$ cat config.mk
export PLATFORM = sky130hd
export DESIGN_NAME = bcs_sequencer
export DESIGN_NICKNAME = d
export VERILOG_FILES = /design/src/bcs_pkg.sv /design/src/bcs_sequencer.sv
export SDC_FILE = /design/constraint.sdc
export NUM_CORES = 1
export LEC_CHECK = 0
export BUFFER_PORTS_ARGS = -buffer_cell sky130_fd_sc_hd__buf_2
export CORE_MARGIN = 3
export CORE_UTILIZATION = 30
export DETAILED_ROUTE_END_ITERATION = 12
export HOLD_SLACK_MARGIN = 0.03
export SLEW_MARGIN = 10
export SYNTH_ARGS = -nofsm -noshare
export SYNTH_HDL_FRONTEND = slang
export SYNTH_SLANG_ARGS = --single-unit
$ cat constraint.sdc
create_clock -name clk_sys -period 3.22 [get_ports clk_sys]
set_clock_uncertainty 0.2 [all_clocks]
set_input_delay 0.644 -clock clk_sys [delete_from_list [all_inputs] [get_ports clk_sys]]
set_output_delay 0.644 -clock clk_sys [all_outputs]
set_load 0.02 [all_outputs]
$ cat src/bcs_pkg.sv
/*
 bcs_pkg: constants and types of the bus cycle sequencer.
 Assumes it is compiled before bcs_sequencer.sv.
*/
`default_nettype none
package bcs_pkg;
   // ----------------------------------------------------------------
   // operation request codes
   // ----------------------------------------------------------------
   localparam logic [4:0] OP_ALU = 5'h00; // alu, jump, jsr: one fetch
   localparam logic [4:0] OP_SKIP_ALU = 5'h01; // alu with skip: two fetch
   localparam logic [4:0] OP_ISZ_DIR = 5'h02; // inc/dec skip direct
   localparam logic [4:0] OP_ISZ_IND = 5'h03; // inc/dec skip, sta indirect
   localparam logic [4:0] OP_JMP_IND = 5'h04; // jump/jsr indirect, sta
   localparam logic [4:0] OP_LDA = 5'h05; // load accumulator
   localparam logic [4:0] OP_LDA_IND = 5'h06; // load accumulator indirect
   localparam logic [4:0] OP_IO_IN = 5'h07; // data in, skip busy/done
   localparam logic [4:0] OP_IO_OUT = 5'h08; // data out
   localparam logic [4:0] OP_INTR = 5'h09; // interrupt service
   localparam logic [4:0] OP_WAIT = 5'h0A; // wait
   localparam logic [4:0] OP_CON_ACC = 5'h0B; // examine/deposit acc
   localparam logic [4:0] OP_CON_MEM = 5'h0C; // load pc, examine mem/next
   localparam logic [4:0] OP_CON_DEP = 5'h0D; // deposit mem/next
   localparam logic [4:0] OP_CON_CONT = 5'h0E; // console continue

   // ----------------------------------------------------------------
   // cycle kinds, also used in the sequence table
   // ----------------------------------------------------------------
   typedef enum logic [2:0] {
      BCS_CYC_FETCH = 3'h0,
      BCS_CYC_READ = 3'h1,
      BCS_CYC_WRITE = 3'h2,
      BCS_CYC_LDADDR = 3'h3,
      BCS_CYC_IOOUT = 3'h4,
      BCS_CYC_IOIN = 3'h5,
      BCS_CYC_WAIT = 3'h6,
      BCS_CYC_DCH = 3'h7
   } bcs_cycle_e;

   // ----------------------------------------------------------------
   // cycle codes on memory control (active low) and aux lines
   // ----------------------------------------------------------------
   localparam logic [2:0] MC_IDLE_N = 3'h7; // released / no cycle
   localparam logic [1:0] AUX_IDLE = 2'h0;
   localparam logic [15:0] IB_RESET = 16'h0000;
   // pin idle levels: busy low, channel and interrupt requests high
   localparam logic [6:0] SYNC_IDLE = 7'h30;

   // ----------------------------------------------------------------
   // timing: one bus cycle takes CYCLE_NS unless memory stretches it
   // ----------------------------------------------------------------
   localparam int CLK_NS = 10;
   localparam int CYCLE_NS = 100;
   localparam int CYCLE_CLKS = (CYCLE_NS + CLK_NS - 1) / CLK_NS;
   localparam logic [3:0] CYC_LAST = 4'(CYCLE_CLKS - 1);
   localparam int SEQ_MAX = 5; // longest cycle series
endpackage
`default_nettype wire

$ cat src/bcs_sequencer.sv
/*
 bcs_sequencer: bus cycle sequencer of a 16-bit processor core.
 Assumes a core that posts one operation at a time with op_valid,
 supplies next bus data, and owns run/carry/interrupt-on state.
*/
`default_nettype none
module bcs_sequencer (
   input wire logic clk_sys,
   input wire logic rst,
   input wire logic [4:0] op_code, // operation to sequence
   input wire logic op_valid, // core offers an operation
   output logic op_ready, // operation taken this cycle
   output logic seq_done, // last cycle of a series ends
   input wire logic [15:0] bus_next_data, // prepared by the core
   input wire logic run_in, // core status to present
   input wire logic carry_in,
   input wire logic int_on_in,
   input wire logic memory_busy_n, // pin: busy, low = go on
   input wire logic data_channel_request_n, // pin
   input wire logic interrupt_request_n, // pin
   input wire logic [3:0] console_control_inputs, // pin
   output logic [3:0] console_sync, // synchronised console lines
   output logic int_pending, // synchronised interrupt request
   output logic [15:0] information_bus_o,
   output logic information_bus_oe_n, // low while driving
   input wire logic [15:0] information_bus_i,
   output logic [15:0] bus_captured, // bus word at cycle end
   output logic [2:0] memory_control_n_o,
   output logic memory_control_n_oe_n, // low while driving
   output logic [1:0] aux_cycle_outputs,
   output logic cycle_sync_n, // low one clock at cycle start
   output logic data_channel_cycle, // high during channel cycle
   output logic load_address_cycle, // high during load address
   output logic run_out,
   output logic carry_out,
   output logic int_on_out
);
   // ----------------------------------------------------------------
   // cycle code table
   // ----------------------------------------------------------------
   // memory control code for a cycle kind
   function automatic logic [2:0] mc_code(bcs_pkg::bcs_cycle_e c);
      mc_code = ~3'(c);
   endfunction

   // aux line code for a cycle kind
   function automatic logic [1:0] aux_code(bcs_pkg::bcs_cycle_e c);
      aux_code = 2'(c);
   endfunction

   // length and nth cycle of each operation series
   function automatic logic [2:0] seq_len(logic [4:0] op);
      case (op)
         bcs_pkg::OP_SKIP_ALU, bcs_pkg::OP_LDA, bcs_pkg::OP_IO_IN,
         bcs_pkg::OP_IO_OUT, bcs_pkg::OP_CON_CONT: seq_len = 3'h2;
         bcs_pkg::OP_ISZ_DIR, bcs_pkg::OP_JMP_IND, bcs_pkg::OP_CON_ACC,
         bcs_pkg::OP_CON_MEM: seq_len = 3'h3;
         bcs_pkg::OP_LDA_IND, bcs_pkg::OP_CON_DEP: seq_len = 3'h4;
         bcs_pkg::OP_ISZ_IND, bcs_pkg::OP_INTR: seq_len = 3'h5;
         default: seq_len = 3'h1;
      endcase
   endfunction

   function automatic bcs_pkg::bcs_cycle_e seq_cyc(logic [4:0] op,
         logic [2:0] n);
      bcs_pkg::bcs_cycle_e r;
      r = bcs_pkg::BCS_CYC_FETCH;
      case (op)
         bcs_pkg::OP_ISZ_DIR, bcs_pkg::OP_JMP_IND:
            if (n == 3'h0) r = bcs_pkg::BCS_CYC_READ;
            else if (n == 3'h1) r = bcs_pkg::BCS_CYC_WRITE;
         bcs_pkg::OP_ISZ_IND:
            if (n == 3'h0 || n == 3'h2) r = bcs_pkg::BCS_CYC_READ;
            else if (n != 3'h4) r = bcs_pkg::BCS_CYC_WRITE;
         bcs_pkg::OP_LDA:
            if (n == 3'h0) r = bcs_pkg::BCS_CYC_READ;
         bcs_pkg::OP_LDA_IND:
            if (n == 3'h0 || n == 3'h2) r = bcs_pkg::BCS_CYC_READ;
            else if (n == 3'h1) r = bcs_pkg::BCS_CYC_WRITE;
         bcs_pkg::OP_IO_IN, bcs_pkg::OP_CON_CONT:
            if (n == 3'h0) r = bcs_pkg::BCS_CYC_IOIN;
         bcs_pkg::OP_IO_OUT:
            if (n == 3'h0) r = bcs_pkg::BCS_CYC_IOOUT;
         bcs_pkg::OP_INTR:
            case (n)
               3'h0: r = bcs_pkg::BCS_CYC_LDADDR;
               3'h1, 3'h3: r = bcs_pkg::BCS_CYC_WRITE;
               3'h2: r = bcs_pkg::BCS_CYC_READ;
               default: r = bcs_pkg::BCS_CYC_FETCH;
            endcase
         bcs_pkg::OP_WAIT: r = bcs_pkg::BCS_CYC_WAIT;
         bcs_pkg::OP_CON_ACC:
            case (n)
               3'h0: r = bcs_pkg::BCS_CYC_IOIN;
               3'h1: r = bcs_pkg::BCS_CYC_IOOUT;
               default: r = bcs_pkg::BCS_CYC_WAIT;
            endcase
         bcs_pkg::OP_CON_MEM:
            case (n)
               3'h0: r = bcs_pkg::BCS_CYC_IOIN;
               3'h1: r = bcs_pkg::BCS_CYC_READ;
               default: r = bcs_pkg::BCS_CYC_WAIT;
            endcase
         bcs_pkg::OP_CON_DEP:
            case (n)
               3'h0: r = bcs_pkg::BCS_CYC_IOIN;
               3'h1: r = bcs_pkg::BCS_CYC_LDADDR;
               3'h2: r = bcs_pkg::BCS_CYC_WRITE;
               default: r = bcs_pkg::BCS_CYC_WAIT;
            endcase
         default: r = bcs_pkg::BCS_CYC_FETCH; // alu/jump
      endcase
      seq_cyc = r;
   endfunction

   // ----------------------------------------------------------------
   // pin synchronisers: three stages, change taken when 2 and 3 agree
   // ----------------------------------------------------------------
   localparam int NSYNC = 7;
   logic [NSYNC-1:0] pin_raw; // busy, dch, int, console[3:0]
   logic [NSYNC-1:0] s1_q, s2_q, s3_q, s1_d, s2_d, s3_d;
   logic [NSYNC-1:0] filt_q, filt_d; // accepted levels
   assign pin_raw = {memory_busy_n, data_channel_request_n,
                     interrupt_request_n, console_control_inputs};

   // next values of the sync chain; idle levels after reset
   always_comb begin
      s1_d = pin_raw;
      s2_d = s1_q;
      s3_d = s2_q;
      filt_d = filt_q;
      for (int i = 0; i < NSYNC; i++) begin
         if (s2_q[i] == s3_q[i]) filt_d[i] = s3_q[i];
      end
      if (rst) begin
         s1_d = bcs_pkg::SYNC_IDLE;
         s2_d = bcs_pkg::SYNC_IDLE;
         s3_d = bcs_pkg::SYNC_IDLE;
         filt_d = bcs_pkg::SYNC_IDLE;
      end
   end

   // sync chain registers
   always_ff @(posedge clk_sys) begin
      s1_q <= s1_d;
      s2_q <= s2_d;
      s3_q <= s3_d;
      filt_q <= filt_d;
   end

   logic busy_n, data_channel_request_n_n;
   assign busy_n = filt_q[6];
   assign data_channel_request_n_n = filt_q[5];
   assign int_pending = ~filt_q[4];
   assign console_sync = filt_q[3:0];

   // ----------------------------------------------------------------
   // sequencer state
   // ----------------------------------------------------------------
   typedef enum logic [1:0] {
      BCS_ST_IDLE = 2'h0,
      BCS_ST_RUN = 2'h1, // bus cycle timing
      BCS_ST_STALL = 2'h3 // waiting on memory busy
   } bcs_state_e;

   bcs_state_e st_q, st_d;
   logic [4:0] op_q, op_d;
   logic [2:0] idx_q, idx_d, len_q, len_d;
   logic [3:0] tick_q, tick_d; // clocks into the current cycle
   bcs_pkg::bcs_cycle_e cyc_q, cyc_d;
   logic [15:0] ib_q, ib_d, cap_q, cap_d;
   logic run_q, run_d, carry_q, carry_d, inton_q, inton_d;
   logic sync_q, sync_d, ready_c, done_c, cyc_end, frozen, mem_cyc;

   // read/write cycles freeze the status outputs
   assign frozen = (cyc_q == bcs_pkg::BCS_CYC_READ) ||
                   (cyc_q == bcs_pkg::BCS_CYC_WRITE);
   // memory cycles that wait on busy
   assign mem_cyc = (cyc_q == bcs_pkg::BCS_CYC_FETCH) ||
                    (cyc_q == bcs_pkg::BCS_CYC_READ) ||
                    (cyc_q == bcs_pkg::BCS_CYC_WRITE);
   assign cyc_end = (tick_q == bcs_pkg::CYC_LAST);

   // next-state logic of the sequencer
   always_comb begin
      st_d = st_q;
      op_d = op_q;
      idx_d = idx_q;
      len_d = len_q;
      tick_d = tick_q;
      cyc_d = cyc_q;
      ib_d = ib_q;
      cap_d = cap_q;
      sync_d = 1'b1;
      ready_c = 1'b0;
      done_c = 1'b0;
      // status follows the core except while frozen
      run_d = frozen && st_q != BCS_ST_IDLE ? run_q : run_in;
      carry_d = frozen && st_q != BCS_ST_IDLE ? carry_q : carry_in;
      inton_d = frozen && st_q != BCS_ST_IDLE ? inton_q : int_on_in;
      case (st_q)
         BCS_ST_IDLE: begin
            // channel request wins over an offer, sampled only between series
            if (!data_channel_request_n_n) begin
               op_d = bcs_pkg::OP_ALU;
               len_d = 3'h1;
               idx_d = 3'h0;
               cyc_d = bcs_pkg::BCS_CYC_DCH;
               tick_d = 4'h0;
               sync_d = 1'b0;
               st_d = BCS_ST_RUN;
            end else if (op_valid) begin
               ready_c = 1'b1;
               op_d = op_code;
               len_d = seq_len(op_code);
               idx_d = 3'h0;
               cyc_d = seq_cyc(op_code, 3'h0);
               tick_d = 4'h0;
               sync_d = 1'b0;
               ib_d = bus_next_data;
               st_d = BCS_ST_RUN;
            end
         end
         BCS_ST_RUN, BCS_ST_STALL: begin
            if (!cyc_end) begin
               tick_d = tick_q + 4'h1;
            end else if (mem_cyc && busy_n) begin
               st_d = BCS_ST_STALL;
            end else if (idx_q + 3'h1 >= len_q) begin
               cap_d = information_bus_i;
               done_c = 1'b1;
               cyc_d = bcs_pkg::BCS_CYC_WAIT;
               st_d = BCS_ST_IDLE;
            end else begin
               cap_d = information_bus_i;
               idx_d = idx_q + 3'h1;
               cyc_d = seq_cyc(op_q, idx_q + 3'h1);
               tick_d = 4'h0;
               sync_d = 1'b0;
               ib_d = bus_next_data;
               st_d = BCS_ST_RUN;
            end
         end
         default: st_d = BCS_ST_IDLE;
      endcase
      if (rst) begin
         st_d = BCS_ST_IDLE;
         op_d = bcs_pkg::OP_ALU;
         idx_d = 3'h0;
         len_d = 3'h1;
         tick_d = 4'h0;
         cyc_d = bcs_pkg::BCS_CYC_WAIT;
         ib_d = bcs_pkg::IB_RESET;
         cap_d = bcs_pkg::IB_RESET;
         run_d = 1'b0;
         carry_d = 1'b0;
         inton_d = 1'b0;
         sync_d = 1'b1;
      end
   end

   // sequencer registers
   always_ff @(posedge clk_sys) begin
      st_q <= st_d;
      op_q <= op_d;
      idx_q <= idx_d;
      len_q <= len_d;
      tick_q <= tick_d;
      cyc_q <= cyc_d;
      ib_q <= ib_d;
      cap_q <= cap_d;
      run_q <= run_d;
      carry_q <= carry_d;
      inton_q <= inton_d;
      sync_q <= sync_d;
   end

   // ----------------------------------------------------------------
   // pin drive
   // ----------------------------------------------------------------
   logic active, is_dch, drive_ib;
   assign active = (st_q != BCS_ST_IDLE);
   assign is_dch = active && (cyc_q == bcs_pkg::BCS_CYC_DCH);
   // bus only driven on cycles that present core data
   assign drive_ib = active && !is_dch &&
                     (cyc_q != bcs_pkg::BCS_CYC_IOIN) &&
                     (cyc_q != bcs_pkg::BCS_CYC_READ);
   assign information_bus_o = ib_q;
   assign information_bus_oe_n = ~drive_ib;
   assign memory_control_n_o = active ? mc_code(cyc_q)
                                      : bcs_pkg::MC_IDLE_N;
   assign memory_control_n_oe_n = is_dch || !active;
   assign aux_cycle_outputs = active ? aux_code(cyc_q)
                                     : bcs_pkg::AUX_IDLE;
   assign data_channel_cycle = is_dch;
   assign load_address_cycle =
      active && (cyc_q == bcs_pkg::BCS_CYC_LDADDR);
   assign cycle_sync_n = sync_q;
   assign bus_captured = cap_q;
   assign run_out = run_q;
   assign carry_out = carry_q;
   assign int_on_out = inton_q;
   assign op_ready = ready_c;
   assign seq_done = done_c;
endmodule
`default_nettype wire

# == Word-level counts from Yosys, hierarchy flattened ==
# Memory sizes are Yosys's and may differ from the RTL's.
# Cells that the tools add are included.
# word_totals
word_cells,180
n_memories,1
regBits,84
out_inout_bits,52
rom_bits,48
# mem_list
name,depth,word_bits,read_ports,rd_clocked_by_memory_dff,write_ports,line,text
(no name shown),16,3,1,0,0,bcs_sequencer.sv:53,case (op)
# classes
addsub,2
n_eq_ne,55
mux,63
n_bitwise,4
n_lt_le_gt_ge,1
n_reduce_logical,32
# op_table
cell,n
$mux W16,5
$eq A5 B4 Y1 const B,14
$mux W3,16
$eq A5 B3 Y1 const B,8
$pmux W3 S11,1
$pmux W16 S2,1
$eq A5 B2 Y1 const B,4
$mux W2,10
$mux W4,5
$pmux W3 S2,3
$ne A3 B3 Y1 const B,5
$pmux W3 S5,1
$mux W1,13
$eq A3 B2 Y1 const B,4
$ne A2 B2 Y1 const B,6
$mux W5,2
$reduce_or A5 Y1,2
$pmux W3 S3,1
$pmux W2 S2,2
$pmux W4 S2,1
$reduce_and A4 Y1,2
$reduce_or A2 Y1,4
$eq A1 B1 Y1,7
$logic_and A1 B1 Y1,7
22 further kinds,33

# == Longest topological paths before layout ==
# Gate-level depths: netlist of the first run.
# depth
word_depth,9
ltp_mapped,10
mapped_depth_nobuf,9

# == Worst setup path after synthesis of the first run ==
# No wires, ideal clock.
# synth_timing
kind,reg-to-reg
start,register idx_q[0]
end,register ib_q[10] (netlist: information_bus_o[10])
required_time_ns,2.892
setup_ns,0.128
path_stages_with_launch,11
period_less_slack_ns,2.905
slack_ns,0.315
t_arrival_ns,2.578
path_cell_list,dfxtp_1 ha_1 xnor2_1 inv_1 ha_1 a21o_1 a31o_2 o21ai_4 buf_12 mux2i_1 nor2_1
# synth_between
elab_chain_len,4
# synth_lines
item,line,text
from (decl),bcs_sequencer.sv:168,"logic [2:0] idx_q, idx_d, len_q, len_d;"
from (signal assigned),bcs_sequencer.sv:266,idx_q <= idx_d;
$add A3 B1 Y3,bcs_sequencer.sv:229,end else if (idx_q + 3'h1 >= len_q) begin
$ge A3 B3 Y1,bcs_sequencer.sv:229,
$ne A2 B2 Y1 (no source line),-,
$reduce_and A6 Y1 (no source line),-,
to (signal assigned),bcs_sequencer.sv:270,ib_q <= ib_d;
to (decl),bcs_sequencer.sv:171,"logic [15:0] ib_q, ib_d, cap_q, cap_d;"
# No other way between the ends.
# A chain may end at the register's enable or synchronous reset.

# == Worst setup path after layout of the first run ==
# layout_timing
start,register idx_q[1]
end,output seq_done
# layout_between
elab_chain_len,6
# layout_lines
item,line,text
$add A3 B1 Y3,bcs_sequencer.sv:229,
$ge A3 B3 Y1,bcs_sequencer.sv:229,
$mux W1,bcs_sequencer.sv:229,
$mux W1,bcs_sequencer.sv:227,end else if (mem_cyc && busy_n) begin
$mux W1,bcs_sequencer.sv:225,if (!cyc_end) begin
$mux W1,bcs_sequencer.sv:201,case (st_q)
to (decl),bcs_sequencer.sv:13,"output logic seq_done,"
# No other way between the ends.

==> results.json, run 1 <==
{
  "synth_cells": 410,
  "cp_common_cell": "ha_1",
  "ys_warn_count": 0,
  "syn_to_final_growth_pct": 25.90,
  "rsz0062_at_grt": "no",
  "synth_edf_count": 0,
  "root_buffer": "clkbuf_16",
  "insertion_delay_ns": 0.33,
  "status": "finished clean",
  "crit_chain": "ha_1 -> xnor2_1 -> inv_1 -> ha_1 -> a21o_1 -> a31oi_2 -> nor2_1 -> buf_2",
  "vias": 3211,
  "route.detailed.drc": 0,
  "seqCellArea_um2": 1683,
  "finalMaxSlewViolations": 0,
  "arrival_ns": 2.17,
  "start_util": 0.3106,
  "dp_cells": 663,
  "cpMaxStageDelayCell": "dfxtp_1",
  "hpwl_um": 6505,
  "leakage_nw": 2.085,
  "yosysUniqueCellTypes": 57,
  "via_per_inst": 4.729,
  "fill_cells": 1196,
  "slowest_delay_ns": 0.40,
  "synth_seq_area_share": 0.4452,
  "avgSynthCellArea_um2": 9.213,
  "fp.dieW_um": 118.2,
  "hp-class": "register to register",
  "multi_input_area_um2": 1924,
  "hold_viol_final": 0,
  "instances_no_fill": 679,
  "io_buffers": 101,
  "period_share": 0.9348,
  "worstPathRequired_ns": 2.38,
  "dieArea_um2": 13970,
  "netlist_top_cells_count": "84 x dfxtp_1, 59 x nor2_1, 37 x mux2i_1, 23 x a21oi_1, 20 x nor2b_1",
  "synth_nets": 475,
  "synth_top_area_frac": 0.4452,
  "fin_crit_ns": 3.010,
  "clockBufferDepth": 2,
  "ys.flop_type": "dfxtp_1",
  "startpoint_type": "register",
  "synth-seq-cells": 84,
  "drt_iter0_markers": 112,
  "final_net_count": 571,
  "yosysMostFrequentCell": "dfxtp_1",
  "grt_pass1_vias": 3119,
  "wirelength_um": 8807,
  "cts_tree": "yes",
  "p_per_area_nw_per_um2": 518.3,
  "total_power_mw": 2.465,
  "grt_pass1_wl_um": 14570,
  "end_kind": "output port",
  "setup_tns_ns": 0,
  "numCtsBuffers": 9,
  "io_pins": 102,
  "diodes": 0,
  "post_cts_buffers": 0,
  "place.gp.congestion": 0.8476,
  "dr.pass1.iters": 4,
  "max_freq_mhz": 332.2,
  "antenna_found_initial": 0,
  "cts-htree-levels": 3,
  "wl_per_cell_um": 12.97,
  "ir_drop_v": 0.0002353,
  "setup_violations": 0,
  "ant_nets": 0,
  "synth_area_leaders": "dfxtp_1 45%, mux2i_1 9.8%, nor2_1 5.9%",
  "final_layout_size_suffix_gt1_frac": 0.2798,
  "critical-path-top-delay-family": "adder cells",
  "max_slew_margin": 0.5332,
  "clk_pin_slew_worst_paths_ns": 0.07,
  "syn_area_um2": 3777,
  "cts.sinks": 84,
  "die_h_um": 118.2,
  "yosys.area.top_type": "dfxtp_1",
  "worst_slew_pin_slew_ns": 0.6948,
  "worstPathMaxFanout": 5,
  "grt_max_degree": 32,
  "core_area_um2": 12160,
  "postSynth.asyncResetShare": 0,
  "rows": 40,
  "worst-path-buf-inv": 2,
  "grt_use_total": 0.1242,
  "maxCapViolCount": 0,
  "path_class": "register to output port",
  "grt_remaining_overflow": 0
}
-- what timing repair did --
| action | in CTS | in global routing |
|---|---|---|
| setup endpoints to repair | 0 | 1 |
| hold buffers | 0 | 0 |
| gates resized for setup | 0 | 2 |
-- layout make-up --
type / count / share of cell area
clock buffer: 9 / 0.04736
multi-input combinational: 284 / 0.4046
tap: 168 / 0.04420
clock inverter: 7 / 0.01763
sequential: 84 / 0.3539
inverter: 19 / 0.01500
timing repair buffer: 108 / 0.1173
-- cell usage in the layout (no fill, tap or decap), drive strengths merged, types with 5 or more instances in the layout --
cell / n
nor3b: 5
or2: 9
mux2i: 37
ha: 15
dfxtp: 84
nand2: 15
inv: 22
clkbuf: 9
nor2b: 20
nor2: 59
o21ai: 17
nor3: 12
a22oi: 6
buf: 108
a21oi: 23
-- power breakdown --
part | total [mW] | internal (mW) | switching [mW] | leakage (nW)
Clock | 1.05 | 0.615 | 0.435 | 0.154
Sequential | 1.12 | 1.08 | 0.0389 | 0.687
Combinational | 0.295 | 0.123 | 0.172 | 1.24
Total | 2.46 | 1.82 | 0.646 | 2.08
-- per-layer routing --
| layer | track usage | up-vias | share of wire | wire length, µm |
|---|---|---|---|---|
| met4 | 0.04762 | 0 | 0.015 | 129 |
| met3 | 0.03397 | 12 | 0.054 | 479 |
| met1 | 0.1535 | 1490 | 0.46 | 4026 |
| met5 | 0 | - | 0 | 0 |
| li1 | - | 1620 | - | - |
| met2 | 0.2058 | 89 | 0.47 | 4172 |
-- worst paths after layout --
path                           end  depth (start not counted)      from  slack (ns)
max                       seq_done                          8  idx_q[1]        0.21
max reg2reg  information_bus_o[13]                         10  idx_q[1]        0.45
min                        s2_q[4]                          1   s1_q[4]        0.21
min reg2reg                s2_q[4]                          1   s1_q[4]        0.21
-- state kept, by name (all words and copies together), names as in the netlist, 2 cells and up --
name,cells
idx_q,3
information_bus_o,16
tick_q,4
len_q,3
s1_q,7
filt_q,7
cyc_q,3
st_q,2
s3_q,7
op_q,5
bus_captured,16
s2_q,7
-- cells by family after synthesis --
kind of cell,count (synthesis),synth area share
XOR/XNOR,6,0.01391
AND/OR/NAND/NOR,135,0.1736
multiplexers,37,0.09805
adder cells (fa/ha/maj),15,0.04969
AO/OA/AOI/OAI,91,0.1679
flip-flops,84,0.4452
buffers and inverters,42,0.05167
-- through the flow --
step | util | cell area [µm²] | setup slack [ns] | hold slack (ns)
after global routing | 0.3910 | 4756 | 0.01246 | 0.2199
after global placement | 0.3650 | 4439 | 0.4925 | 0.1921
after detailed placement | 0.3650 | 4439 | 0.4144 | 0.1971
after floorplan | - | 3777 | 0.3145 | 0.1895
final | 0.3910 | 4756 | 0.2098 | 0.2119
after CTS | 0.3904 | 4748 | 0.1199 | 0.2136
Power figures use the tool's default switching activity.
==> inputs of run 2 (changes only) <==
--- a/config.mk
+++ b/config.mk
@@ -10,6 +10,7 @@
 export CORE_UTILIZATION = 30
 export DETAILED_ROUTE_END_ITERATION = 12
 export HOLD_SLACK_MARGIN = 0.03
+export SETUP_SLACK_MARGIN = 0.2
 export SLEW_MARGIN = 10
 export SYNTH_ARGS = -nofsm -noshare
 export SYNTH_HDL_FRONTEND = slang
==> constraint.sdc (replaced) <==
create_clock -name clk_sys -period 3 [get_ports clk_sys]
set_clock_uncertainty 0.2 [all_clocks]
set_input_delay 0.6 -clock clk_sys [delete_from_list [all_inputs] [get_ports clk_sys]]
set_output_delay 0.6 -clock clk_sys [all_outputs]
set_load 0.02 [all_outputs]
==> results.json, run 2 (synthesized netlist as in run 1, its figures left out) <==
{
  "final_layout_size_suffix_gt1_frac": 0.3006,
  "finalMaxSlewViolations": 0,
  "clock_power_share": 0.441,
  "arrival_ns": 1.93,
  "diodes": 0,
  "maxCapViolCount": 0,
  "worstPathMaxFanout": 5,
  "hpwl_um": 6505,
  "rr_startpoint": "idx_q[1]",
  "grt_use_total": 0.1275,
  "reg2reg_to": "information_bus_o[7]",
  "rows": 40,
  "grt_remaining_overflow": 0,
  "grt_pass1_vias": 3202,
  "p_per_area_nw_per_um2": 554.8,
  "cts_tree": "yes",
  "max_freq_mhz": 366.2,
  "rsz0062_at_grt": "no",
  "cts_hold_buf": 0,
  "fin_ws_ns": 0.2696,
  "cts-htree-levels": 3,
  "core_area_um2": 12160,
  "place_ws_ns": 0.2569,
  "numCtsBuffers": 9,
  "most-common-layout-cells": "100 x buf_2, 82 x dfxtp_1, 59 x nor2_1",
  "io_buffers": 101,
  "syn_to_final_growth_pct": 29.78,
  "via_per_inst": 4.771,
  "leakage_nw": 2.128,
  "power.switching_uw": 684.8,
  "route.detailed.drc": 0,
  "dieArea_um2": 13970,
  "hold_start": "s1_q[5]",
  "max_slew_margin": 0.5864,
  "end_kind": "output port",
  "min_path_cells": 1,
  "io_pins": 102,
  "startpoint_type": "register",
  "place.gp.congestion": 0.8125,
  "path_class": "register to output port",
  "wirelength_um": 9029,
  "drt_iter0_markers": 119,
  "clk_pin_slew_worst_paths_ns": 0.06,
  "root_buffer": "clkbuf_16",
  "setup_tns_ns": 0,
  "r2r_cells": 11,
  "clockBufferDepth": 2,
  "hp-class": "register to register",
  "insertion_delay_ns": 0.33,
  "period_share": 0.9101,
  "fin_crit_ns": 2.730,
  "layout_commonest_cell": "buf_2",
  "dr.pass1.iters": 4,
  "hold_viol_final": 0,
  "worst_slew_pin_slew_ns": 0.6157,
  "die_h_um": 118.2,
  "p_sw_frac": 0.2518,
  "grt_pass1_wl_um": 14790,
  "final_net_count": 579,
  "wl_per_cell_um": 13.14,
  "worstPathRequired_ns": 2.20,
  "setup_violations": 0,
  "ant_nets": 0,
  "p_comb_frac": 0.118,
  "internal_power_mw": 2.035,
  "grt_max_degree": 48,
  "start_util": 0.3106,
  "hold_end": "s2_q[5]",
  "ir_drop_v": 0.0002724,
  "vias": 3278,
  "antenna_found_initial": 0,
  "cts.sinks": 84,
  "fp.dieW_um": 118.2,
  "status": "finished clean",
  "p_seq_frac": 0.441,
  "r2r_slack_ns": 0.43
}
-- run 2: changes by cell type in the layout (fill, tap and decap cells not counted), sizes merged --
cell / before / now
bufinv: 1 / 2
clkinvlp: 0 / 1
buf: 108 / 116
clkinv: 3 / 1
-- run 2: power groups by stage --
stage / Combinational (mW) / Sequential [mW] / Clock [mW]
2_1_floorplan: 0.202 / 1.23 / 0
3_3_place_gp: 0.314 / 1.22 / 0
3_5_place_dp: 0.321 / 1.23 / 0
4_1_cts: 0.322 / 1.20 / 1.24
5_1_grt: 0.356 / 1.21 / 1.28
6_report: 0.321 / 1.20 / 1.20
-- run 2: through the flow --
stage / instances / power (mW) / hold slack [ns] / area (µm²) / util
finish: 687 / 2.720 / 0.2079 / 4902 / 0.4031
global route: 687 / 2.843 / 0.2308 / 4902 / 0.4031
floorplan: 410 / 1.432 / 0.1895 / 3785 / -
global placement: 663 / 1.537 / 0.1941 / 4459 / 0.3667
CTS: 687 / 2.762 / 0.2079 / 4885 / 0.4016
detailed placement: 663 / 1.546 / 0.1923 / 4459 / 0.3667
-- run 2: layout make-up --
type / instances / area [µm²]
inverters: 19 / 71.32
clock buffers: 9 / 225.2
clock inverters: 7 / 105.1
fillers: 1214 / 7259
well taps: 168 / 210.2
multi-input cells: 284 / 1968
flip-flops and latches: 84 / 1689
repair buffers: 116 / 633.1
-- run 2: worst max path at each step --
| stage | depth (start not counted) | end | slack, ns | from |
|---|---|---|---|---|
| 2_1_floorplan | 10 | information_bus_o[10] | 0.23 | idx_q[0] |
| 3_5_place_dp | 10 | information_bus_o[3] | 0.26 | idx_q[0] |
| 4_1_cts | 8 | seq_done | 0.21 | idx_q[1] |
| 5_1_grt | 8 | seq_done | 0.20 | idx_q[1] |
| 6_report | 8 | seq_done | 0.27 | idx_q[1] |
| 3_3_place_gp | 8 | seq_done | 0.34 | idx_q[0] |
-- run 2: critical path, cell delays in order, from the launching register on --
cell     delay, ns
dfxtp_4       0.37
ha_4          0.18
xnor2_4       0.15
inv_2         0.07
ha_4          0.23
a21o_1        0.18
a31oi_2       0.17
nor2_1        0.09
buf_4         0.16
-- run 2: per-layer routing --
metal,wire [µm],vias to the layer above,GRT usage
met5,0,-,0
met4,240,0,0.06300
met3,607,17,0.03828
met2,4259,100,0.2026
met1,3922,1527,0.1568
li1,-,1634,-
-- run 2: timing repair --
action                     4_1_cts  5_1_grt
gates resized for setup          9        2
setup endpoints to repair        1        2
pin swaps                        3        1
buffers inserted                 8        0
